**src/shared/btr_pkg.sv**
```systemverilog
/*
 * btr_pkg: constants for the branch-to-register unit.
 * Assumes instruction words arrive with bit 0 of the big-endian numbering in bit 31.
 */
package btr_pkg;

    // instruction encodings
    localparam logic [5:0] OPC_PRIMARY = 6'h13;
    localparam logic [9:0] XO_TO_CTR = 10'h210;
    localparam logic [9:0] XO_TO_LR = 10'h010;

    // field positions, little-endian numbering
    localparam int OPC_MSB = 31;
    localparam int OPC_LSB = 26;
    localparam int BO_MSB = 25;
    localparam int BO_LSB = 21;
    localparam int BI_MSB = 20;
    localparam int BI_LSB = 16;
    localparam int XO_MSB = 10;
    localparam int XO_LSB = 1;
    localparam int LK_POS = 0;

    // positions inside the five-bit branch_options field
    localparam int BO_ALWAYS_POS = 4;
    localparam int BO_SENSE_POS = 3;
    localparam int BO_NO_DEC_POS = 2;
    localparam int BO_CTR_ZERO_POS = 1;

    // branch_options values with a fixed meaning
    localparam logic [4:0] BO_UNCOND = 5'h14;
    localparam logic [4:0] BO_IF_TRUE = 5'h0c;
    localparam logic [4:0] BO_IF_FALSE = 5'h04;
    localparam logic [4:0] BO_DEC_ZERO = 5'h12;
    localparam logic [4:0] BO_DEC_NONZERO = 5'h10;

    // condition field layout
    localparam int CF_LT_OFS = 0;
    localparam int CF_GT_OFS = 1;
    localparam int CF_EQ_OFS = 2;
    localparam int CF_SO_OFS = 3;
    localparam int CF_WIDTH = 4;

    // address arithmetic and reset values
    localparam logic [31:0] INSTR_STEP = 32'h0000_0004;
    localparam logic [31:0] CTR_RESET = 32'h0000_0000;
    localparam logic [31:0] LR_RESET = 32'h0000_0000;
    localparam logic [1:0] ALIGN_BITS = 2'h0;

endpackage

```
**src/btr_cond_eval.sv**
```systemverilog
/*
 * btr_cond_eval: counter and condition tests of a conditional branch.
 * Purely combinational; the caller registers whatever it keeps.
 */
`timescale 1ns/10ps
module btr_cond_eval (
    // branch fields
    input wire logic [4:0] branch_options_in,
    input wire logic cond_bit_in,
    // counter
    input wire logic [31:0] counter_in,
    input wire logic dec_allowed_in,
    // results
    output logic [31:0] counter_next_out,
    output logic ctr_ok_out,
    output logic cond_ok_out
);

    logic dec_req;

    always_comb begin
        dec_req = dec_allowed_in & ~branch_options_in[btr_pkg::BO_NO_DEC_POS];
        // decrement before the counter test
        counter_next_out = dec_req ? (counter_in - 32'h0000_0001) : counter_in;
        // bit 3 picks branch on zero or non-zero counter
        ctr_ok_out = branch_options_in[btr_pkg::BO_NO_DEC_POS]
            | ((counter_next_out != 32'h0000_0000) ^ branch_options_in[btr_pkg::BO_CTR_ZERO_POS]);
        cond_ok_out = branch_options_in[btr_pkg::BO_ALWAYS_POS]
            | (cond_bit_in == branch_options_in[btr_pkg::BO_SENSE_POS]);
    end

endmodule

```
**src/btr_unit.sv**
```systemverilog
/*
 * btr_unit: resolves conditional branch to counter and to return address.
 * Holds the counter and return-address registers; results appear one cycle
 * after the instruction is offered. Software register writes arrive on
 * plain ports and lose to a branch update in the same cycle.
 */
//
// Operation
// - Decode primary 0x13 with extended 0x210 as branch to counter.
// - Counter branch passes when option bit 0 set or condition bit matches bit 1.
// - Counter target is counter bits 0..29 followed by two zero bits.
// - Counter branch asking for decrement is an invalid form, not executed.
// - Link flag set writes current address plus four into return-address register.
// - Decode primary 0x13 with extended 0x10 as branch to return address.
// - Return-address branch decrements counter when option bit 2 is zero.
// - Return-address branch needs counter and condition tests; target word aligned.
// - Bit index field picks one of the 32 condition bits.
// - Option value 20 branches always, with or without link.
// - Option value 12 branches when selected condition bit is one.
// - Option value 4 branches when selected condition bit is zero.
// - Condition field n holds LT, GT, EQ, SO at bits 4n..4n+3.
// - Option 18 branches on zero decremented counter, 16 on non-zero.
`timescale 1ns/10ps
module btr_unit #(
    parameter int XLEN = 32
) (
    // clock and reset
    input wire logic core_clk_in,
    input wire logic rst_in,
    // instruction from decoder
    input wire logic instr_valid_in,
    input wire logic [31:0] instr_in,
    input wire logic [31:0] current_instr_addr_in,
    input wire logic [31:0] condition_flags_reg_in,
    // software writes to the held registers
    input wire logic ctr_wr_en_in,
    input wire logic [31:0] ctr_wr_data_in,
    input wire logic lr_wr_en_in,
    input wire logic [31:0] lr_wr_data_in,
    // resolution to the sequencer
    output logic result_valid_out,
    output logic branch_taken_out,
    output logic invalid_form_out,
    output logic [31:0] next_instr_addr_out,
    // held registers
    output logic [31:0] counter_out,
    output logic [31:0] return_addr_reg_out
);

    initial begin
        if (XLEN != 32) begin
            $error("btr_unit serves only a 32-bit core");
        end
    end

    ////////////////////////////////////////////////////////////////////////////
    // field extraction

    // big-endian bit n of the condition register sits at index 31-n
    function automatic logic btr_cond_bit(input logic [31:0] flags, input logic [4:0] idx);
        logic [4:0] pos;
        pos = 5'h1f - idx;
        return flags[pos];
    endfunction

    logic [5:0] opcode;
    logic [9:0] ext_opcode;
    logic [4:0] branch_options;
    logic [4:0] cond_bit_index;
    logic link_flag;
    logic is_to_ctr;
    logic is_to_lr;
    logic sel_cond_bit;

    always_comb begin
        opcode = instr_in[btr_pkg::OPC_MSB:btr_pkg::OPC_LSB];
        branch_options = instr_in[btr_pkg::BO_MSB:btr_pkg::BO_LSB];
        cond_bit_index = instr_in[btr_pkg::BI_MSB:btr_pkg::BI_LSB];
        ext_opcode = instr_in[btr_pkg::XO_MSB:btr_pkg::XO_LSB];
        link_flag = instr_in[btr_pkg::LK_POS];
        is_to_ctr = (opcode == btr_pkg::OPC_PRIMARY) && (ext_opcode == btr_pkg::XO_TO_CTR);
        is_to_lr = (opcode == btr_pkg::OPC_PRIMARY) && (ext_opcode == btr_pkg::XO_TO_LR);
        // index walks condition fields LT, GT, EQ, SO in order
        sel_cond_bit = btr_cond_bit(condition_flags_reg_in, cond_bit_index);
    end

    ////////////////////////////////////////////////////////////////////////////
    // tests

    logic [31:0] ctr_q;
    logic [31:0] lr_q;
    logic [31:0] counter_next;
    logic ctr_ok;
    logic cond_ok;

    btr_cond_eval u_eval (
        .branch_options_in(branch_options),
        .cond_bit_in(sel_cond_bit),
        .counter_in(ctr_q),
        .dec_allowed_in(is_to_lr),
        .counter_next_out(counter_next),
        .ctr_ok_out(ctr_ok),
        .cond_ok_out(cond_ok)
    );

    ////////////////////////////////////////////////////////////////////////////
    // resolution and register update

    logic [31:0] ctr_d;
    logic [31:0] lr_d;
    logic res_valid_q;
    logic res_valid_d;
    logic taken_q;
    logic taken_d;
    logic invalid_q;
    logic invalid_d;
    logic [31:0] nia_q;
    logic [31:0] nia_d;
    logic ctr_bad_form;
    logic [31:0] fall_through;

    always_comb begin
        ctr_d = ctr_wr_en_in ? ctr_wr_data_in : ctr_q;
        lr_d = lr_wr_en_in ? lr_wr_data_in : lr_q;
        res_valid_d = 1'b0;
        taken_d = 1'b0;
        invalid_d = 1'b0;
        nia_d = nia_q;
        fall_through = current_instr_addr_in + btr_pkg::INSTR_STEP;
        ctr_bad_form = ~branch_options[btr_pkg::BO_NO_DEC_POS];
        if (instr_valid_in && is_to_ctr) begin
            res_valid_d = 1'b1;
            if (ctr_bad_form) begin
                // invalid form: no branch, no link write
                invalid_d = 1'b1;
                nia_d = fall_through;
            end else begin
                taken_d = cond_ok;
                nia_d = cond_ok ? {ctr_q[31:2], btr_pkg::ALIGN_BITS} : fall_through;
                if (link_flag) begin
                    lr_d = fall_through;
                end
            end
        end else if (instr_valid_in && is_to_lr) begin
            res_valid_d = 1'b1;
            // only a decrement overrides a same-cycle software counter write
            if (!branch_options[btr_pkg::BO_NO_DEC_POS]) begin
                ctr_d = counter_next;
            end
            taken_d = ctr_ok & cond_ok;
            // target uses the return address held before any link write
            nia_d = (ctr_ok & cond_ok) ? {lr_q[31:2], btr_pkg::ALIGN_BITS} : fall_through;
            if (link_flag) begin
                lr_d = fall_through;
            end
        end
    end

    always_ff @(posedge core_clk_in) begin
        if (rst_in) begin
            ctr_q <= btr_pkg::CTR_RESET;
            lr_q <= btr_pkg::LR_RESET;
            res_valid_q <= 1'b0;
            taken_q <= 1'b0;
            invalid_q <= 1'b0;
            nia_q <= 32'h0000_0000;
        end else begin
            ctr_q <= ctr_d;
            lr_q <= lr_d;
            res_valid_q <= res_valid_d;
            taken_q <= taken_d;
            invalid_q <= invalid_d;
            nia_q <= nia_d;
        end
    end

    assign result_valid_out = res_valid_q;
    assign branch_taken_out = taken_q;
    assign invalid_form_out = invalid_q;
    assign next_instr_addr_out = nia_q;
    assign counter_out = ctr_q;
    assign return_addr_reg_out = lr_q;

    ////////////////////////////////////////////////////////////////////////////
    // checks

    ctr_decode_a: assert property (
        @(posedge core_clk_in) disable iff (rst_in)
        instr_valid_in && is_to_ctr && branch_options[btr_pkg::BO_NO_DEC_POS]
        |=> result_valid_out && !invalid_form_out
    ) else $error("counter branch not resolved");

    lr_decode_a: assert property (
        @(posedge core_clk_in) disable iff (rst_in)
        instr_valid_in && is_to_lr |=> result_valid_out && !invalid_form_out
    ) else $error("return-address branch not resolved");

    other_instr_a: assert property (
        @(posedge core_clk_in) disable iff (rst_in)
        !(instr_valid_in && (is_to_ctr || is_to_lr)) |=> !result_valid_out
    ) else $error("result for a foreign instruction");

    ctr_target_a: assert property (
        @(posedge core_clk_in) disable iff (rst_in)
        instr_valid_in && is_to_ctr && branch_options == btr_pkg::BO_UNCOND
        |=> branch_taken_out && next_instr_addr_out == {$past(ctr_q[31:2]), 2'h0}
    ) else $error("counter target wrong");

    bad_form_a: assert property (
        @(posedge core_clk_in) disable iff (rst_in)
        instr_valid_in && is_to_ctr && !branch_options[btr_pkg::BO_NO_DEC_POS] && !lr_wr_en_in
        |=> invalid_form_out && !branch_taken_out && $stable(return_addr_reg_out)
    ) else $error("invalid form executed");

    link_write_a: assert property (
        @(posedge core_clk_in) disable iff (rst_in)
        instr_valid_in && link_flag
        && (is_to_lr || (is_to_ctr && branch_options[btr_pkg::BO_NO_DEC_POS]))
        |=> return_addr_reg_out == $past(current_instr_addr_in) + 32'h0000_0004
    ) else $error("return address not written");

    ctr_dec_a: assert property (
        @(posedge core_clk_in) disable iff (rst_in)
        instr_valid_in && is_to_lr && !branch_options[btr_pkg::BO_NO_DEC_POS]
        |=> counter_out == $past(counter_out) - 32'h0000_0001
    ) else $error("counter not decremented");

    ctr_hold_a: assert property (
        @(posedge core_clk_in) disable iff (rst_in)
        instr_valid_in && is_to_lr && branch_options[btr_pkg::BO_NO_DEC_POS] && !ctr_wr_en_in
        |=> $stable(counter_out)
    ) else $error("counter changed without decrement");

    lr_target_a: assert property (
        @(posedge core_clk_in) disable iff (rst_in)
        instr_valid_in && is_to_lr && branch_options == btr_pkg::BO_UNCOND
        |=> branch_taken_out && next_instr_addr_out == {$past(return_addr_reg_out[31:2]), 2'h0}
    ) else $error("return-address target wrong");

    if_true_a: assert property (
        @(posedge core_clk_in) disable iff (rst_in)
        instr_valid_in && is_to_ctr && branch_options == btr_pkg::BO_IF_TRUE
        |=> branch_taken_out == $past(sel_cond_bit)
    ) else $error("branch if true wrong");

    if_false_a: assert property (
        @(posedge core_clk_in) disable iff (rst_in)
        instr_valid_in && is_to_lr && branch_options == btr_pkg::BO_IF_FALSE
        |=> branch_taken_out == !$past(sel_cond_bit)
    ) else $error("branch if false wrong");

    cond_pick_a: assert property (
        @(posedge core_clk_in) disable iff (rst_in)
        sel_cond_bit == condition_flags_reg_in[5'h1f - cond_bit_index]
    ) else $error("wrong condition bit selected");

    dec_zero_a: assert property (
        @(posedge core_clk_in) disable iff (rst_in)
        instr_valid_in && is_to_lr && branch_options == btr_pkg::BO_DEC_ZERO
        |=> branch_taken_out == ($past(counter_out) == 32'h0000_0001)
    ) else $error("branch on zero counter wrong");

    dec_nonzero_a: assert property (
        @(posedge core_clk_in) disable iff (rst_in)
        instr_valid_in && is_to_lr && branch_options == btr_pkg::BO_DEC_NONZERO
        |=> branch_taken_out == ($past(counter_out) != 32'h0000_0001)
    ) else $error("branch on non-zero counter wrong");

    fall_through_a: assert property (
        @(posedge core_clk_in) disable iff (rst_in)
        instr_valid_in ##1 (result_valid_out && !branch_taken_out)
        |-> next_instr_addr_out == $past(current_instr_addr_in) + 32'h0000_0004
    ) else $error("fall-through address wrong");

endmodule

```
**config.mk**
```make
export PLATFORM = sky130hd
export DESIGN_NAME = btr_unit
export DESIGN_NICKNAME = d
export VERILOG_FILES = /design/src/shared/btr_pkg.sv /design/src/btr_cond_eval.sv /design/src/btr_unit.sv
export SDC_FILE = /design/constraint.sdc
export NUM_CORES = 1
export LEC_CHECK = 0
export ABC_AREA = 1
export BUFFER_PORTS_ARGS = -buffer_cell sky130_fd_sc_hd__buf_4
export CORE_MARGIN = 5
export CORE_UTILIZATION = 56
export CTS_BUF_LIST = sky130_fd_sc_hd__clkbuf_8 sky130_fd_sc_hd__clkbuf_16
export CTS_CLUSTER_SIZE = 25
export DETAILED_ROUTE_END_ITERATION = 7
export HOLD_SLACK_MARGIN = 0.06
export PLACE_DENSITY = 0.85
export SLEW_MARGIN = 20
export SYNTH_ARGS = -nofsm -noshare
export SYNTH_HDL_FRONTEND = slang
export SYNTH_SLANG_ARGS = --single-unit
```
**constraint.sdc**
```tcl
create_clock -name core_clk_in -period 3.6 [get_ports core_clk_in]
set_clock_uncertainty 0.05 [all_clocks]
set_input_delay 0.54 -clock core_clk_in [delete_from_list [all_inputs] [get_ports core_clk_in]]
set_output_delay 0.54 -clock core_clk_in [all_outputs]
set_load 0.1 [all_outputs]
```
======== Yosys cells after proc, flatten, opt, wreduce, memory -nomap -nowiden ========
Index checks and enable logic that the tools add are counted.
W data, S select, Z words.
cells by class
  bitwise logic cells ..................... 7
  muxes and demuxes ....................... 23
  reductions and logical operators ........ 7
  add/sub/neg operators ................... 3
  $lt $le $gt $ge ......................... 1
  eq/ne operators ......................... 4
operator list
  kind                     number
  $mux W32                 15
  $add A32 B3 Y32 const B  1
  $reduce_bool A32 Y1      1
  $sub A32 B1 Y32 const B  1
  $eq A10 B10 Y1 const B   1
  $eq A10 B5 Y1 const B    1
  $mux W1                  7
  $eq A6 B5 Y1 const B     1
  $lt A5 B6 Y1 const B     1
  $bmux W1 S5              1
  $sub A5 B5 Y5 const A    1
  $logic_and A1 B1 Y1      4
  $and A1 B1 Y1            2
  $not A1 Y1               2
  $or A1 B1 Y1             2
  $reduce_bool A2 Y1       1
  $reduce_or A2 Y1         1
  $eq A1 B1 Y1             1
  $xor A1 B1 Y1            1
word-level totals
  flip-flop bits (word level) ............. 99
  word-level logic and storage cells ...... 51

======== Logic depth before layout (Yosys ltp) ========
Gate-level depths: netlist (run 1).
  word-level depth ........................ 11
  gate-level depth with buffers ........... 22
  gate-level depth less buffers ........... 21

======== By module ========
From an unflattened synthesis (run 1), not the netlist that was laid out.
second synthesis, totals
  cells, all modules ...................... 1319
  area, all modules ....................... 7679.9 um^2
by module, submodules not included
  module         area each (um^2)  cells each  seq. area each (um^2)  times used
  btr_unit       6294.8            1003        1981.9                 1
  btr_cond_eval  1385.1            316         0.0                    1

======== Worst setup path after synthesis (run 1) ========
OpenSTA, ideal clock, no wires.
  path kind ............................... flip-flop to flip-flop
  start point ............................. register ctr_q[0] (netlist: counter_out[0])
  end point ............................... register nia_q[18] (netlist: next_instr_addr_out[18])
  setup time .............................. 122 ps
  stages on the path, launching flop included .. 22
  data required time ...................... 3428 ps
  setup slack ............................. 441 ps
  period minus slack after synthesis ...... 3159 ps
  buffers on the path ..................... 1
  arrival time ............................ 2987 ps
  cell sequence ........................... dfxtp_1 > inv_1 > ha_1 > nand2_2 > nor2_1 > nand2_1 > nand2_1 > nand3_1 > nand2_1 > inv_1 > nand2_1 > nor2_1 > nand2_1 > nor2_1 > nand3_1 > nand2_1 > nand3_4 > nand2_4 > buf_6 > nand2_1 > nand3_1 > a21oi_1
on the way
  longest elaborated chain between the ends .. 9
RTL lines
  what                      line                 text
  start: declaration        btr_unit.sv:90       logic [31:0] ctr_q;
  start signal: assignment  btr_unit.sv:161      ctr_q <= btr_pkg::CTR_RESET;
  start signal: assignment  btr_unit.sv:168      ctr_q <= ctr_d;
  $sub A32 B1 Y32           btr_cond_eval.sv:24  counter_next_out = dec_req ? (counter_in - 32'h0000_0001) : counter_in;
  $mux W32 (*)              btr_cond_eval.sv:24
  $reduce_bool A32 Y1 (*)   btr_cond_eval.sv:27  | ((counter_next_out != 32'h0000_0000) ^ branch_options_in[btr_pkg::BO_CTR_ZERO_POS]);
  $xor A1 B1 Y1 (*)         btr_cond_eval.sv:27
  $or A1 B1 Y1 (*)          btr_cond_eval.sv:27
  $and A1 B1 Y1 (*)         btr_unit.sv:152      nia_d = (ctr_ok & cond_ok) ? {lr_q[31:2], btr_pkg::ALIGN_BITS} : fall_through;
  $mux W32 (*)              btr_unit.sv:152
  $mux W32 (*)              btr_unit.sv:144      end else if (instr_valid_in && is_to_lr) begin
  $mux W32 (*)              btr_unit.sv:131      if (instr_valid_in && is_to_ctr) begin
  end signal: assignment    btr_unit.sv:173      nia_q <= nia_d;
  end: declaration          btr_unit.sv:117      logic [31:0] nia_q;
Mark *: on every way between the ends. The rest lies on a longest branch, timed or not. The select of a mux whose other input is x is not followed.
A chain may end at the register's enable or synchronous reset.

======== Final worst setup path (run 1) ========
  start point ............................. register ctr_q[0] (netlist: counter_out[0])
  end point ............................... register nia_q[23] (netlist: next_instr_addr_out[23])
Same word-level chain as after synthesis.

==> results of run 1 <==
==> power by group through the flow <==
stage	Sequential, mW	Clock, mW	Combinational (mW)
floorplan	1.49	0	0.454
global placement	1.20	0	1.08
detailed placement	1.20	0	1.09
CTS	1.18	0.977	1.09
global route	1.18	1.03	1.19
finish	1.18	0.978	1.11
==> metal layers <==
| metal | vias to the layer above | GRT usage |
|---|---|---|
| met3 | 62 | 0.05500 |
| met4 | 0 | 0.1030 |
| li1 | 4814 | - |
| met5 | - | 0 |
| met2 | 564 | 0.5607 |
| met1 | 4479 | 0.4699 |
==> layout make-up <==
type                            count  area [µm²]
Timing Repair Buffer              275        2115
Sequential cell                    99        1982
Fill cell                        1234        3662
Clock inverter                      5       37.54
Inverter                          193       724.4
Clock buffer                       11       252.7
Tap cell                          180       225.2
Multi-Input combinational cell    989        4775
==> stage by stage <==
| step | total power [mW] | utilization | worst slack [ps] | std cells | area [µm²] |
|---|---|---|---|---|---|
| 2_1_floorplan | 1.940 | - | 441.0 | 1351 | 7807 |
| 4_1_cts | 3.250 | 0.7341 | 408.9 | 1752 | 10110 |
| 3_5_place_dp | 2.296 | 0.7130 | 284.8 | 1736 | 9821 |
| 3_3_place_gp | 2.281 | 0.7130 | 382.1 | 1736 | 9821 |
| 5_1_grt | 3.395 | 0.7341 | 84.68 | 1752 | 10110 |
| 6_report | 3.267 | 0.7341 | 379.6 | 1752 | 10110 |
==> registers in the layout, indices dropped and copies added (netlist names) <==
name,cells
counter_out,32
result_valid_out,1
invalid_form_out,1
branch_taken_out,1
next_instr_addr_out,32
return_addr_reg_out,32
==> cell families (layout without fill, tap and decap cells) <==
kind of cell | count (synthesis) | after routing | share of synthesized area
AOI/OAI and AO/OA | 248 | 248 | 0.1817
DFF | 99 | 99 | 0.2538
buffers and inverters | 263 | 484 | 0.1353
and+or+nand+nor | 712 | 712 | 0.3957
xor gates and xnor gates | 27 | 27 | 0.03029
adders and majority gates | 2 | 2 | 0.003205
==> how the worst min path moves through the flow <==
stage | start | slack [ps] | end | cells after the start
finish | rst_in | 400 | next_instr_addr_out[1]$_SDFFE_PP0P_ | 2
global route | rst_in | 400 | return_addr_reg_out[10]$_SDFF_PP0_ | 2
CTS | rst_in | 400 | next_instr_addr_out[1]$_SDFFE_PP0P_ | 2
detailed placement | next_instr_addr_out[0]$_SDFFE_PP0P_ | 420 | next_instr_addr_out[0]$_SDFFE_PP0P_ | 2
global placement | next_instr_addr_out[0]$_SDFFE_PP0P_ | 410 | next_instr_addr_out[0]$_SDFFE_PP0P_ | 2
floorplan | lr_wr_data_in[0] | 650 | return_addr_reg_out[0]$_SDFF_PP0_ | 2
==> placed cells by master (no fill, tap or decap), types with 4 or more instances in the layout <==
cell type and count:
sky130_fd_sc_hd__nor2_1 168, sky130_fd_sc_hd__nand3_2 4, sky130_fd_sc_hd__nor2_2 8, sky130_fd_sc_hd__nand4_1 19, sky130_fd_sc_hd__buf_12 4, sky130_fd_sc_hd__xnor2_1 6
sky130_fd_sc_hd__nand2_1 330, sky130_fd_sc_hd__dfxtp_1 99, sky130_fd_sc_hd__buf_4 271, sky130_fd_sc_hd__o221ai_1 11, sky130_fd_sc_hd__xor2_1 21, sky130_fd_sc_hd__o21ai_0 109
sky130_fd_sc_hd__o211ai_1 50, sky130_fd_sc_hd__nor3_1 10, sky130_fd_sc_hd__inv_1 189, sky130_fd_sc_hd__nand3_1 153, sky130_fd_sc_hd__nand3b_1 5, sky130_fd_sc_hd__a21oi_1 67
sky130_fd_sc_hd__a31oi_1 6, sky130_fd_sc_hd__clkbuf_16 9
==> run summary, run 1 <==
The run finished with clean final reports. The worst reg2reg path startpoint is counter_out[0]$_SDFF_PP0_. Relative to the synthesized area, the layout overhead comes to 29.50%. The worst register-to-register path has a depth of 19. The cell sitting at the root of the clock tree is a sky130_fd_sc_hd__clkbuf_16. The first detailed-routing pass took 6 iterations. The worst path buffer plus inverter count is 2. The worst max-slew margin expressed relative to the limit came out at 0.4641.

The worst register-to-register path ends at next_instr_addr_out[23]$_SDFFE_PP0P_. The run gives 0.299 as the share of power burned in the clock network. The cell that appears most often on the critical path is sky130_fd_sc_hd__nand2_1. Row generation in the floorplan step produced 43 rows. In the detailed route, the total length drawn on met2 is 13610 µm. For the setup fix buffers added after clock tree synthesis, the log shows 0.

The run gives 0.361 as the sequential share of power. The run gives 0 as the count of final hold-check violations. In this run the static leakage power is 5.225 nW.

After synthesis the cells add up to 7807 µm². Sorting the synthesized cells by how often they occur yields sky130_fd_sc_hd__nand2_1 (330), sky130_fd_sc_hd__inv_1 (189), sky130_fd_sc_hd__nor2_1 (168), sky130_fd_sc_hd__nand3_1 (153), sky130_fd_sc_hd__o21ai_0 (109). The stage delay of the slowest cell on the critical path is 370 ps, and the combinational power share is 0.339. VDD sags by at most 0.2399 mV. The first-pass GRT wire length was 45650 µm. The number of buffers inserted during clock tree synthesis came out at 9. The kind of cell with the highest combined delay on the critical path is simple AND/OR/NAND/NOR gates. The floorplan step defined a die boundary enclosing 16400 µm².

The critical path starts at counter_out[0]$_SDFF_PP0_. The signal on the critical path passes through inv_1 -> ha_1 -> nand2_2 -> nor2_4 -> nand2_1 -> inv_2 -> nand2_1 -> o21ai_1 -> nand2_1 -> nor2_1 -> nand2_1 -> nor2_1 -> nand3_1 -> nand2_1 -> nand3_4 -> nand2_4 -> nand2_1 -> nand3_1 -> a21oi_1. The largest individual stage delay along the critical path comes from the cell sky130_fd_sc_hd__dfxtp_1. For the worst-skew pair, the clock arrives at the later sink with an insertion delay of 350 ps. Power spread over the standard cell area amounts to 323.1 nW/µm².

Library cell occupying the most area in the post-synthesis netlist: sky130_fd_sc_hd__dfxtp_1. The most instantiated library cell after synthesis was sky130_fd_sc_hd__nand2_1. The number of nets in the synthesized netlist is 1518, and the detailed-routed wire length on met3 is 2842 µm.

The path class of the tightest hold or removal check is input port to flip-flop. The highest signal layer in the routed design is met4. The pin slew with the least headroom to its limit came out at 798.9 ps.

The tools report the startpoint type of the worst setup path as a flip-flop. The effective utilization at floorplan was 0.5669; the clock slew seen by the registers of the worst setup and hold paths was 80 ps. The floorplan die width was 128.1 µm; the accumulated negative setup slack was 0 ps.

The deepest level of the CTS H-tree came out at 3. TritonCTS built the clock tree. The final period demand of the worst path was 3220 ps. Internal power comes to 1.990 mW. The number of storage elements in the synthesis netlist is 99. The hold buffer count at cts is 0.

Detailed placement ended at an HPWL of 23000 µm. The run gives 8970 as the number of global-route vias before repair. The count of flip-flops with a built-in enable after synthesis is 0, and the placeable core area is 13770 µm². The worst setup path is captured at a flip-flop.

The tools report the maximum clock path buffer count as 2. Setup violations remaining at the end of the flow were counted as 0. The detailed router finished its first iteration with 1136 violations. Across the run, the number of max-cap violations was 0. The die span in y is 128.1 µm, and the global route total overflow is 0. In the final routed layout, each cell accounts on average for 16.84 µm. In this run the remaining antenna-violating nets after routing total 0. The logs give 0.3441 for the total routing resource utilization after global routing and 310.5 MHz for the achievable frequency.

The total number of cells along the worst setup path was 19; the routed wire length was 29500 µm. For the worst setup path, the data arrival time is 3410 ps. In this run the tool buffered the top-level ports with 257 buffer cells. By area the synthesized netlist is led by sky130_fd_sc_hd__dfxtp_1 (25%), sky130_fd_sc_hd__nand2_1 (16%), sky130_fd_sc_hd__nand3_1 (9.8%). The most frequently used flop master after synthesis was sky130_fd_sc_hd__dfxtp_1. The async set-or-reset flop fraction in the synthesized netlist was 0; the worst hold slack was 404.7 ps.

The required time at the worst-slack endpoint was 3790 ps. After the last flow step, the layout net total stands at 1734. Gates resized during post-CTS repair numbered 0. The clock drives 99 sinks.

The most critical setup path has its endpoint at next_instr_addr_out[23]$_SDFFE_PP0P_. For the number of top-level pins, the log shows 264. The repair_antennas step left the layout with diodes totalling 0. Dividing the synthesized area by the synthesized cell count gives 5.779 µm². After detailed routing, the number of remaining DRC violations is 0.

The tools report the number of vias in the routed layout as 9919. The final clock period utilization by the worst path was 0.8945; the synthesized instance count was 1351. Along the worst path, the maximum fanout reaches 30. The sequential fraction of the synthesis area was 0.2538; the maximum number of pins on one net before global-route repair was 64.

Setup repair after global routing left no endpoint under its margin. For this design the total switching power over the nets is 1.277 mW. The tools report the routability congestion estimate from global placement as 0.9588.

The fraction of power spent switching nets is 0.3909, and the flop-to-flop setup slack is 380 ps. The number of max-slew violations in the final report was 0; the total routed wire length on the met1 layer was 12240 µm. The proportion of layout cells with a drive suffix above 1 works out to 0.2023.

The area share of the leading cell type in the synthesized netlist works out to 0.2538. The initial antenna violation count came out at 0. For the count of cell types in the netlist, the log shows 37. The count of yosys warnings during synthesis came out at 0. The critical path is of the flip-flop to flip-flop type. The via density per instance came out at 5.662.
Power figures use the tool's default switching activity.
==> inputs of run 2 (changes only) <==
--- a/config.mk
+++ b/config.mk
@@ -7,7 +7,7 @@
 export LEC_CHECK = 0
 export ABC_AREA = 1
 export BUFFER_PORTS_ARGS = -buffer_cell sky130_fd_sc_hd__buf_4
-export CORE_MARGIN = 5
+export CORE_MARGIN = 1.5
 export CORE_UTILIZATION = 56
 export CTS_BUF_LIST = sky130_fd_sc_hd__clkbuf_8 sky130_fd_sc_hd__clkbuf_16
 export CTS_CLUSTER_SIZE = 25
==> run 2 against run 1 <==
  * Design area is essentially flat
  * Routed wire length shrank 3.9%
  * Global-route usage grew 3.9 points
  * Fmax shrank 0.11%
  * Combinational power is essentially flat
  * Sequential share of layout area is essentially flat
  * Critical endpoint unchanged
  * Highest routed layer unchanged
==> run summary, run 2 (synthesis gave the netlist of run 1 again) <==
The pin slew with the least headroom to its limit is 801.7 ps (+2.801 ps), and the number of standard-cell rows in the floorplan is 42 (-2.3%). The setup fix buffers added after clock tree synthesis is 0 (unchanged). Accumulated negative setup slack: 0 ps (unchanged). The worst max-slew margin expressed relative to the limit is 0.4648 (+0.0006470). The run gives 10110 (+1.9%) as the number of vias in the routed layout.

The flow ran to the end, and the final reports show no timing, DRC or antenna violations. Setup repair after global routing left no endpoint under its margin. The run gives 360 ps (about the same) as the clock latency on the worst-skew pair.

The tools report the startpoint type of the worst setup path as a flip-flop. The run gives 0.330 (-0.009) as the combinational power share. The number of max-slew violations in the final report is 0 (unchanged). The number of global-route vias before repair is 9108 (+1.5%). The run gives 10100 µm² (about the same) as the area of all placed cells without fillers. The static leakage is 5.232 nW (+0.14%). For the share of power burned in the clock network, the log shows 0.313 (+0.014). The top fanout value on the critical path is 30 (unchanged), and the instance count after placement with tap cells included is 1731 (-0.29%).

The worst setup path is of the flip-flop to flip-flop kind. The ratio of total power to cell area is 328.7 nW/µm² (+1.7%), and the area of the die is 14660 µm² (-11%). The tools report the post-route core utilization as 0.7539 (+0.01977). For the global route total overflow, the log shows 0 (unchanged). The maximum number of pins on one net before global-route repair is 64 (unchanged). Number of antenna diodes: 0 (unchanged).

The logs give 1733 (-0.058%) for the net count reported at finish and 6 (unchanged) for the first-pass detailed-route iteration total. The via density per instance came out at 5.786 (+2.2%). The initial antenna violation count is 0 (unchanged), and the required time at the worst-slack endpoint is 3810 ps (+20 ps). The deepest level of the CTS H-tree came out at 3 (unchanged). The die span in y came out at 121.1 µm (-5.5%).

The post-detailed-route wirelength per cell is 16.22 µm (-3.6%), and the effective utilization at floorplan is 0.5826 (+0.01577). For the number of top-level pins, the log shows 264 (unchanged). The tools report the count of antenna-violating nets left after detailed routing as 0 (unchanged). The fraction of power spent switching nets is 0.3819 (-0.009012), and the switching component of the power is 1.268 mW (-0.70%).

The achievable frequency came out at 310.2 MHz (-0.11%). The floorplan die width was 121.1 µm (-5.5%). For the count of final setup violators, the log shows 0 (unchanged).

TritonCTS built the clock tree. The number of buffers added on ports is 257 (unchanged). The run gives 0.3827 (+0.03853) as the total routing resource utilization after global routing. The tools report the quantity of gates resized following cts as 0 (unchanged). The tools report the maximum clock path buffer count as 2 (unchanged). Leaving out fill and tap cells, the most frequent cell in the layout is sky130_fd_sc_hd__nand2_1. The tools report the fraction of met2 tracks used by global routing as 0.6381 (+0.07745). The layer flagged by global routing as most heavily used is met2. The met3 demand-to-capacity share in global routing was 0.04558 (-0.009417). The number of buffers inserted during clock tree synthesis was 9 (unchanged); the final clock period utilization by the worst path was 0.8955 (+0.0009944).

In the layout the commonest cells are sky130_fd_sc_hd__nand2_1 (330), sky130_fd_sc_hd__buf_4 (271), sky130_fd_sc_hd__inv_1 (191). The hold buffer count at cts is 0 (unchanged), and the DRC marker count from the first detailed-route iteration is 1334 (+17%). The clock slew seen by the registers of the worst setup and hold paths was 70 ps (about the same).

The run gives 0 (unchanged) as the DRC violation count after routing. The root buffer selected by CTS is sky130_fd_sc_hd__clkbuf_16. The post-detailed-placement half-perimeter wirelength is 21460 µm (-6.7%). STA classifies the critical path endpoint as a flip-flop. The proportion of layout cells with a drive suffix above 1 came out at 0.2005 (-0.001781).

The class of the tightest hold or removal check was input port to flip-flop. Final period demand of the worst path: 3224 ps (+3.580 ps). The count of final hold-check violations came out at 0 (unchanged). Cell area after placement: 9796 µm² (-0.25%).

The count of maximum capacitance violations came out at 0 (unchanged). Met1 track utilization from global routing: 0.4949 (+0.02503). The final setup slack of the worst path was 376.1 ps (-3.580 ps); the routed wire length was 28340 µm (-3.9%). The logs give 1747 (-0.29%) for the final instance count without filler cells and 0.356 (-0.005) for the sequential share of power.

The run gives 99 (unchanged) as the clock sink count. The pre-CTS worst setup slack was 311.1 ps (+26.31 ps); the placeable core area was 13400 µm² (-2.7%). The internal power contribution was 2.053 mW (+3.1%); the data arrival time of the critical path was 3430 ps (+20 ps). Worst-case vdd ir drop: 0.2644 mV (+10%).

The tools report the routability congestion estimate from global placement as 0.9792 (+2.1%). The area growth from synthesis to layout was 29.39% (about the same); the first-pass GRT wire length was 44780 µm (-1.9%).
[run 2: cell types whose count changed in the layout (fill, tap and decap cells not counted)]
cell,before,now
sky130_fd_sc_hd__clkinv_2,1,0
sky130_fd_sc_hd__clkinvlp_4,2,1
sky130_fd_sc_hd__buf_12,4,3
sky130_fd_sc_hd__bufinv_16,0,1
sky130_fd_sc_hd__inv_1,189,191
sky130_fd_sc_hd__clkinv_4,2,1
[run 2: worst paths after layout]
check / depth (start not counted) / end / from / slack, ps
worst max-delay path: 19 / next_instr_addr_out[23]$_SDFFE_PP0P_ / counter_out[0]$_SDFF_PP0_ / 380
worst min-delay path: 2 / next_instr_addr_out[0]$_SDFFE_PP0P_ / rst_in / 400
worst max register to register: 19 / next_instr_addr_out[23]$_SDFFE_PP0P_ / counter_out[0]$_SDFF_PP0_ / 380
worst min register to register: 2 / next_instr_addr_out[0]$_SDFFE_PP0P_ / next_instr_addr_out[0]$_SDFFE_PP0P_ / 420
[run 2: metal layers]
metal,wire length (µm),part of all wire,vias up
met5,0,0,-
met4,1141,0.040,0
met3,3001,0.11,99
met2,13190,0.47,651
met1,11010,0.39,4551
li1,-,-,4807
[run 2: power by group through the flow]
stage,clock (mW),sequential (mW),combinational [mW]
finish,1.04,1.18,1.10
global route,1.07,1.19,1.18
CTS,1.03,1.18,1.08
detailed placement,0,1.21,1.08
global placement,0,1.21,1.06
floorplan,0,1.49,0.454
[run 2: final cells by class]
cell class / instances / area [µm²]
Clock buffer: 11 / 252.7
Clock inverter: 5 / 53.80
Fill cell: 1184 / 3298
Inverter: 193 / 724.4
Multi-Input combinational cell: 989 / 4775
Sequential cell: 99 / 1982
Tap cell: 176 / 220.2
Timing Repair Buffer: 274 / 2095
[run 2: metrics by stage]
| step | hold slack, ps | power, mW |
|---|---|---|
| final | 398.3 | 3.321 |
| after global routing | 413.4 | 3.442 |
| after CTS | 396.5 | 3.289 |
| after detailed placement | 413.7 | 2.283 |
| after global placement | 405.3 | 2.268 |
| after floorplan | 650.9 | 1.940 |
[run 2: critical path: stages (launching register included)]
cell,delay (ps)
sky130_fd_sc_hd__dfxtp_1,360
sky130_fd_sc_hd__inv_1,210
sky130_fd_sc_hd__ha_1,250
sky130_fd_sc_hd__nand2_2,120
sky130_fd_sc_hd__nor2_4,240
sky130_fd_sc_hd__nand3_1,120
sky130_fd_sc_hd__nor2_1,180
sky130_fd_sc_hd__nand2_1,70
sky130_fd_sc_hd__nand2_1,70
sky130_fd_sc_hd__nand2_1,60
sky130_fd_sc_hd__nor2_1,80
sky130_fd_sc_hd__nand2_1,90
sky130_fd_sc_hd__nor2_1,190
sky130_fd_sc_hd__nand3_1,90
sky130_fd_sc_hd__nand2_1,100
sky130_fd_sc_hd__nand3_4,180
sky130_fd_sc_hd__nand2_4,350
sky130_fd_sc_hd__nand2_1,90
sky130_fd_sc_hd__nand3_1,110
sky130_fd_sc_hd__a21oi_1,70
==> inputs of run 3 (changes only) <==
--- a/config.mk
+++ b/config.mk
@@ -7,6 +7,7 @@
 export LEC_CHECK = 0
 export ABC_AREA = 1
 export BUFFER_PORTS_ARGS = -buffer_cell sky130_fd_sc_hd__buf_4
+export CORE_ASPECT_RATIO = 0.6
 export CORE_MARGIN = 1.5
 export CORE_UTILIZATION = 56
 export CTS_BUF_LIST = sky130_fd_sc_hd__clkbuf_8 sky130_fd_sc_hd__clkbuf_16
==> run 3 against run 2 <==
  * Clock power rose by 5%
  * Critical path depth is 2 lower
  * Critical path type unchanged
  * Critical endpoint is now next_instr_addr_out[21]$_SDFFE_PP0P_
  * Largest cell class unchanged
  * Register-to-register slack worse by 70 ps
  * Combinational power about the same
  * Die area is 0.16% higher
==> run summary, run 3 (synthesis gave the netlist of run 1 again) <==
Among all stages on the critical path, the largest delay is contributed by sky130_fd_sc_hd__nor2_1. Total routing resource utilization after global routing: 0.4051 (+0.02245). For the number of antenna diodes, the log shows 0 (unchanged). The run gives 1166 (-1.5%) as the fill cell instance count of the final layout.

The run gives 3520 ps (+90 ps) as the data arrival time of the critical path. The endpoint kind of the worst setup timing path was a flip-flop. The critical path starts at counter_out[9]$_SDFF_PP0_.

The logs give 0 (unchanged) for the count of final setup violators and 33 (-21%) for the number of standard-cell rows in the floorplan. The worst-case reg-to-reg path depth came out at 17 (-2). The end of the worst register-to-register path is next_instr_addr_out[21]$_SDFFE_PP0P_. The area occupied by multi-input gates was 4775 µm² (unchanged); the proportion of layout cells with a drive suffix above 1 was 0.2052 (+0.004684). The effective utilization at floorplan is 0.5730 (-0.009630), and the static leakage is 5.276 nW (+0.85%).

The maximum number of pins on one net before global-route repair was 64 (unchanged). The routed wire length was 29980 µm (+5.8%); the die span in y was 94.46 µm (-22%). The worst register-to-register path begins at counter_out[9]$_SDFF_PP0_.

The final clock period utilization by the worst path was 0.9136 (+0.01808). TritonCTS built the clock tree. The worst hold path depth is 2 (unchanged). The stage delay of the slowest cell on the critical path was 400 ps (+40 ps); the achievable frequency was 304.0 MHz (-2.0%). The DRC violation count after routing is 0 (unchanged).

The first-pass detailed-route iteration total was 8 (+2). The logs give 99 (unchanged) for the clock sink count and 3 (unchanged) for the deepest level of the CTS H-tree. The number of top-level pins is 264 (unchanged), and the floorplan die width is 155.4 µm (+28%). Initial antenna violation count: 0 (unchanged). For the worst-case vdd ir drop, the log shows 0.2174 mV (-18%). The met1 track utilization from global routing is 0.5873 (+0.09238), and the area growth from synthesis to layout is 30.35%. The logs give 1250 (-6.3%) for the DRC marker count from the first detailed-route iteration and 22950 µm (+6.9%) for the post-detailed-placement half-perimeter wirelength. The run gives 0 (unchanged) as the count of final hold-check violations. For the global route total overflow, the log shows 0 (unchanged). The clock latency on the worst-skew pair is 360 ps (about the same), and the flop-to-flop setup slack is 310 ps (-70 ps).

The count of maximum capacitance violations is 0 (unchanged), and the number of buffers added on ports is 257 (unchanged). The run gives 0.09867 (+0.05309) as the met3 demand-to-capacity share in global routing. The tightest min-delay check is of the input port to flip-flop type. The overall power was 3.398 mW (+2.3%). The routability congestion estimate from global placement was 1.030 (+5.2%). Setup repair after global routing left no endpoint under its margin. Most frequent standard cell in the layout excluding fill and tap cells: sky130_fd_sc_hd__nand2_1. The run gives 0 (unchanged) as the count of antenna-violating nets left after detailed routing. The number of global-route vias before repair came out at 9085 (-0.25%).

The type of the worst setup path was flip-flop to flip-flop. The quantity of gates resized following cts came out at 0 (unchanged). The number of buffers inserted during clock tree synthesis was 9 (unchanged).

The final period demand of the worst path is 3289 ps (+65.09 ps). In the layout the commonest cells are sky130_fd_sc_hd__nand2_1 (330), sky130_fd_sc_hd__buf_4 (279), sky130_fd_sc_hd__inv_1 (190). The clock slew seen by the registers of the worst setup and hold paths is 80 ps (about the same), and the top fanout value on the critical path is 30 (unchanged). The required time at the worst-slack endpoint came out at 3830 ps (+20 ps).

Startpoint type of the worst setup path: a flip-flop. The maximum clock path buffer count was 2 (unchanged); the post-detailed-route wirelength per cell was 17.09 µm (+5.4%). The via density per instance was 5.843 (+0.98%).

Number of max-slew violations in the final report: 0 (unchanged). The flow ran to the end, and the final reports show no timing, DRC or antenna violations. The path with the worst hold slack has its endpoint at return_addr_reg_out[8]$_SDFF_PP0_.

The number of vias in the routed layout is 10250 (+1.4%), and the first-pass GRT wire length is 46920 µm (+4.8%). The fraction of met2 tracks used by global routing is 0.5993 (-0.03881). Traced cell by cell, the critical path runs through nor2_1 -> nand2_1 -> nor2_1 -> nand3_1 -> nand2_1 -> nand2_1 -> nand2_1 -> nand2_1 -> nor2_1 -> nand2_1 -> nor2_1 -> nand4_1 -> nand3_4 -> nand2_4 -> nand2_1 -> nand3_1 -> a21oi_1. For the accumulated negative setup slack, the log shows 0 ps (unchanged).

The ratio of total power to cell area is 333.9 nW/µm² (+1.6%), and the net count reported at finish is 1741 (+0.46%). The sequential cell area in the final layout is 1982 µm² (unchanged). The worst hold path begins at rst_in. The cell sitting at the root of the clock tree is a sky130_fd_sc_hd__clkbuf_16. The area of the die came out at 14680 µm² (+0.16%). For the setup fix buffers added after clock tree synthesis, the log shows 0 (unchanged). Hold buffer count at cts: 0 (unchanged). Placeable core area: 13630 µm² (+1.7%). The worst max-slew margin expressed relative to the limit was 0.3964 (-0.06834); the pin slew with the least headroom to its limit was 904.4 ps (+102.7 ps). Most prevalent standard cell on the critical path: sky130_fd_sc_hd__nand2_1. The final instance count without filler cells was 1754 (+0.40%). The layer flagged by global routing as most heavily used is met2.

The tools report the instance count after placement with tap cells included as 1738 (+0.40%).
[run 3: metrics by stage]
| stage | setup slack, ps | instance area, µm² | hold WS [ps] | utilization |
|---|---|---|---|---|
| floorplan | 441.0 | 7807 | 650.9 | - |
| CTS | 505.6 | 10180 | 385.9 | 0.7469 |
| global placement | 376.4 | 9854 | 424.6 | 0.7232 |
| global route | 11.33 | 10180 | 391.0 | 0.7469 |
| finish | 311.0 | 10180 | 393.1 | 0.7469 |
| detailed placement | 316.5 | 9854 | 437.6 | 0.7232 |
[run 3: worst max-delay path: cells and delay by family, from the launching register on]
family	cells	cell delay (ps)
simple gates	16	2600
compound gates	1	170
flops	1	390
[run 3: cell type report]
class,count,area share
Clock buffer,9,0.02213
Clock inverter,7,0.009589
Inverter,193,0.07118
Multi-Input combinational cell,989,0.4691
Sequential cell,99,0.1947
Tap cell,175,0.02151
Timing Repair Buffer,282,0.2117
[run 3: how the worst max path moves through the flow]
stage / endpoint / slack [ps] / cells after the start
5_1_grt: next_instr_addr_out[13]$_SDFFE_PP0P_ / 10 / 17
2_1_floorplan: next_instr_addr_out[18]$_SDFFE_PP0P_ / 440 / 21
6_report: next_instr_addr_out[21]$_SDFFE_PP0P_ / 310 / 17
3_3_place_gp: next_instr_addr_out[21]$_SDFFE_PP0P_ / 380 / 18
4_1_cts: next_instr_addr_out[21]$_SDFFE_PP0P_ / 510 / 17
3_5_place_dp: next_instr_addr_out[22]$_SDFFE_PP0P_ / 320 / 18
[run 3: metal layers]
metal / routed length, µm / share of wire
met1: 12770 / 0.43
met2: 12330 / 0.41
met3: 4275 / 0.14
met4: 602 / 0.020
met5: 0 / 0
[run 3: power by group]
part | leakage, nW | internal, mW | switching (mW)
sequential | 0.810 | 1.14 | 0.0456
clock | 0.158 | 0.616 | 0.476
combinational | 4.31 | 0.348 | 0.777
total | 5.28 | 2.10 | 1.30
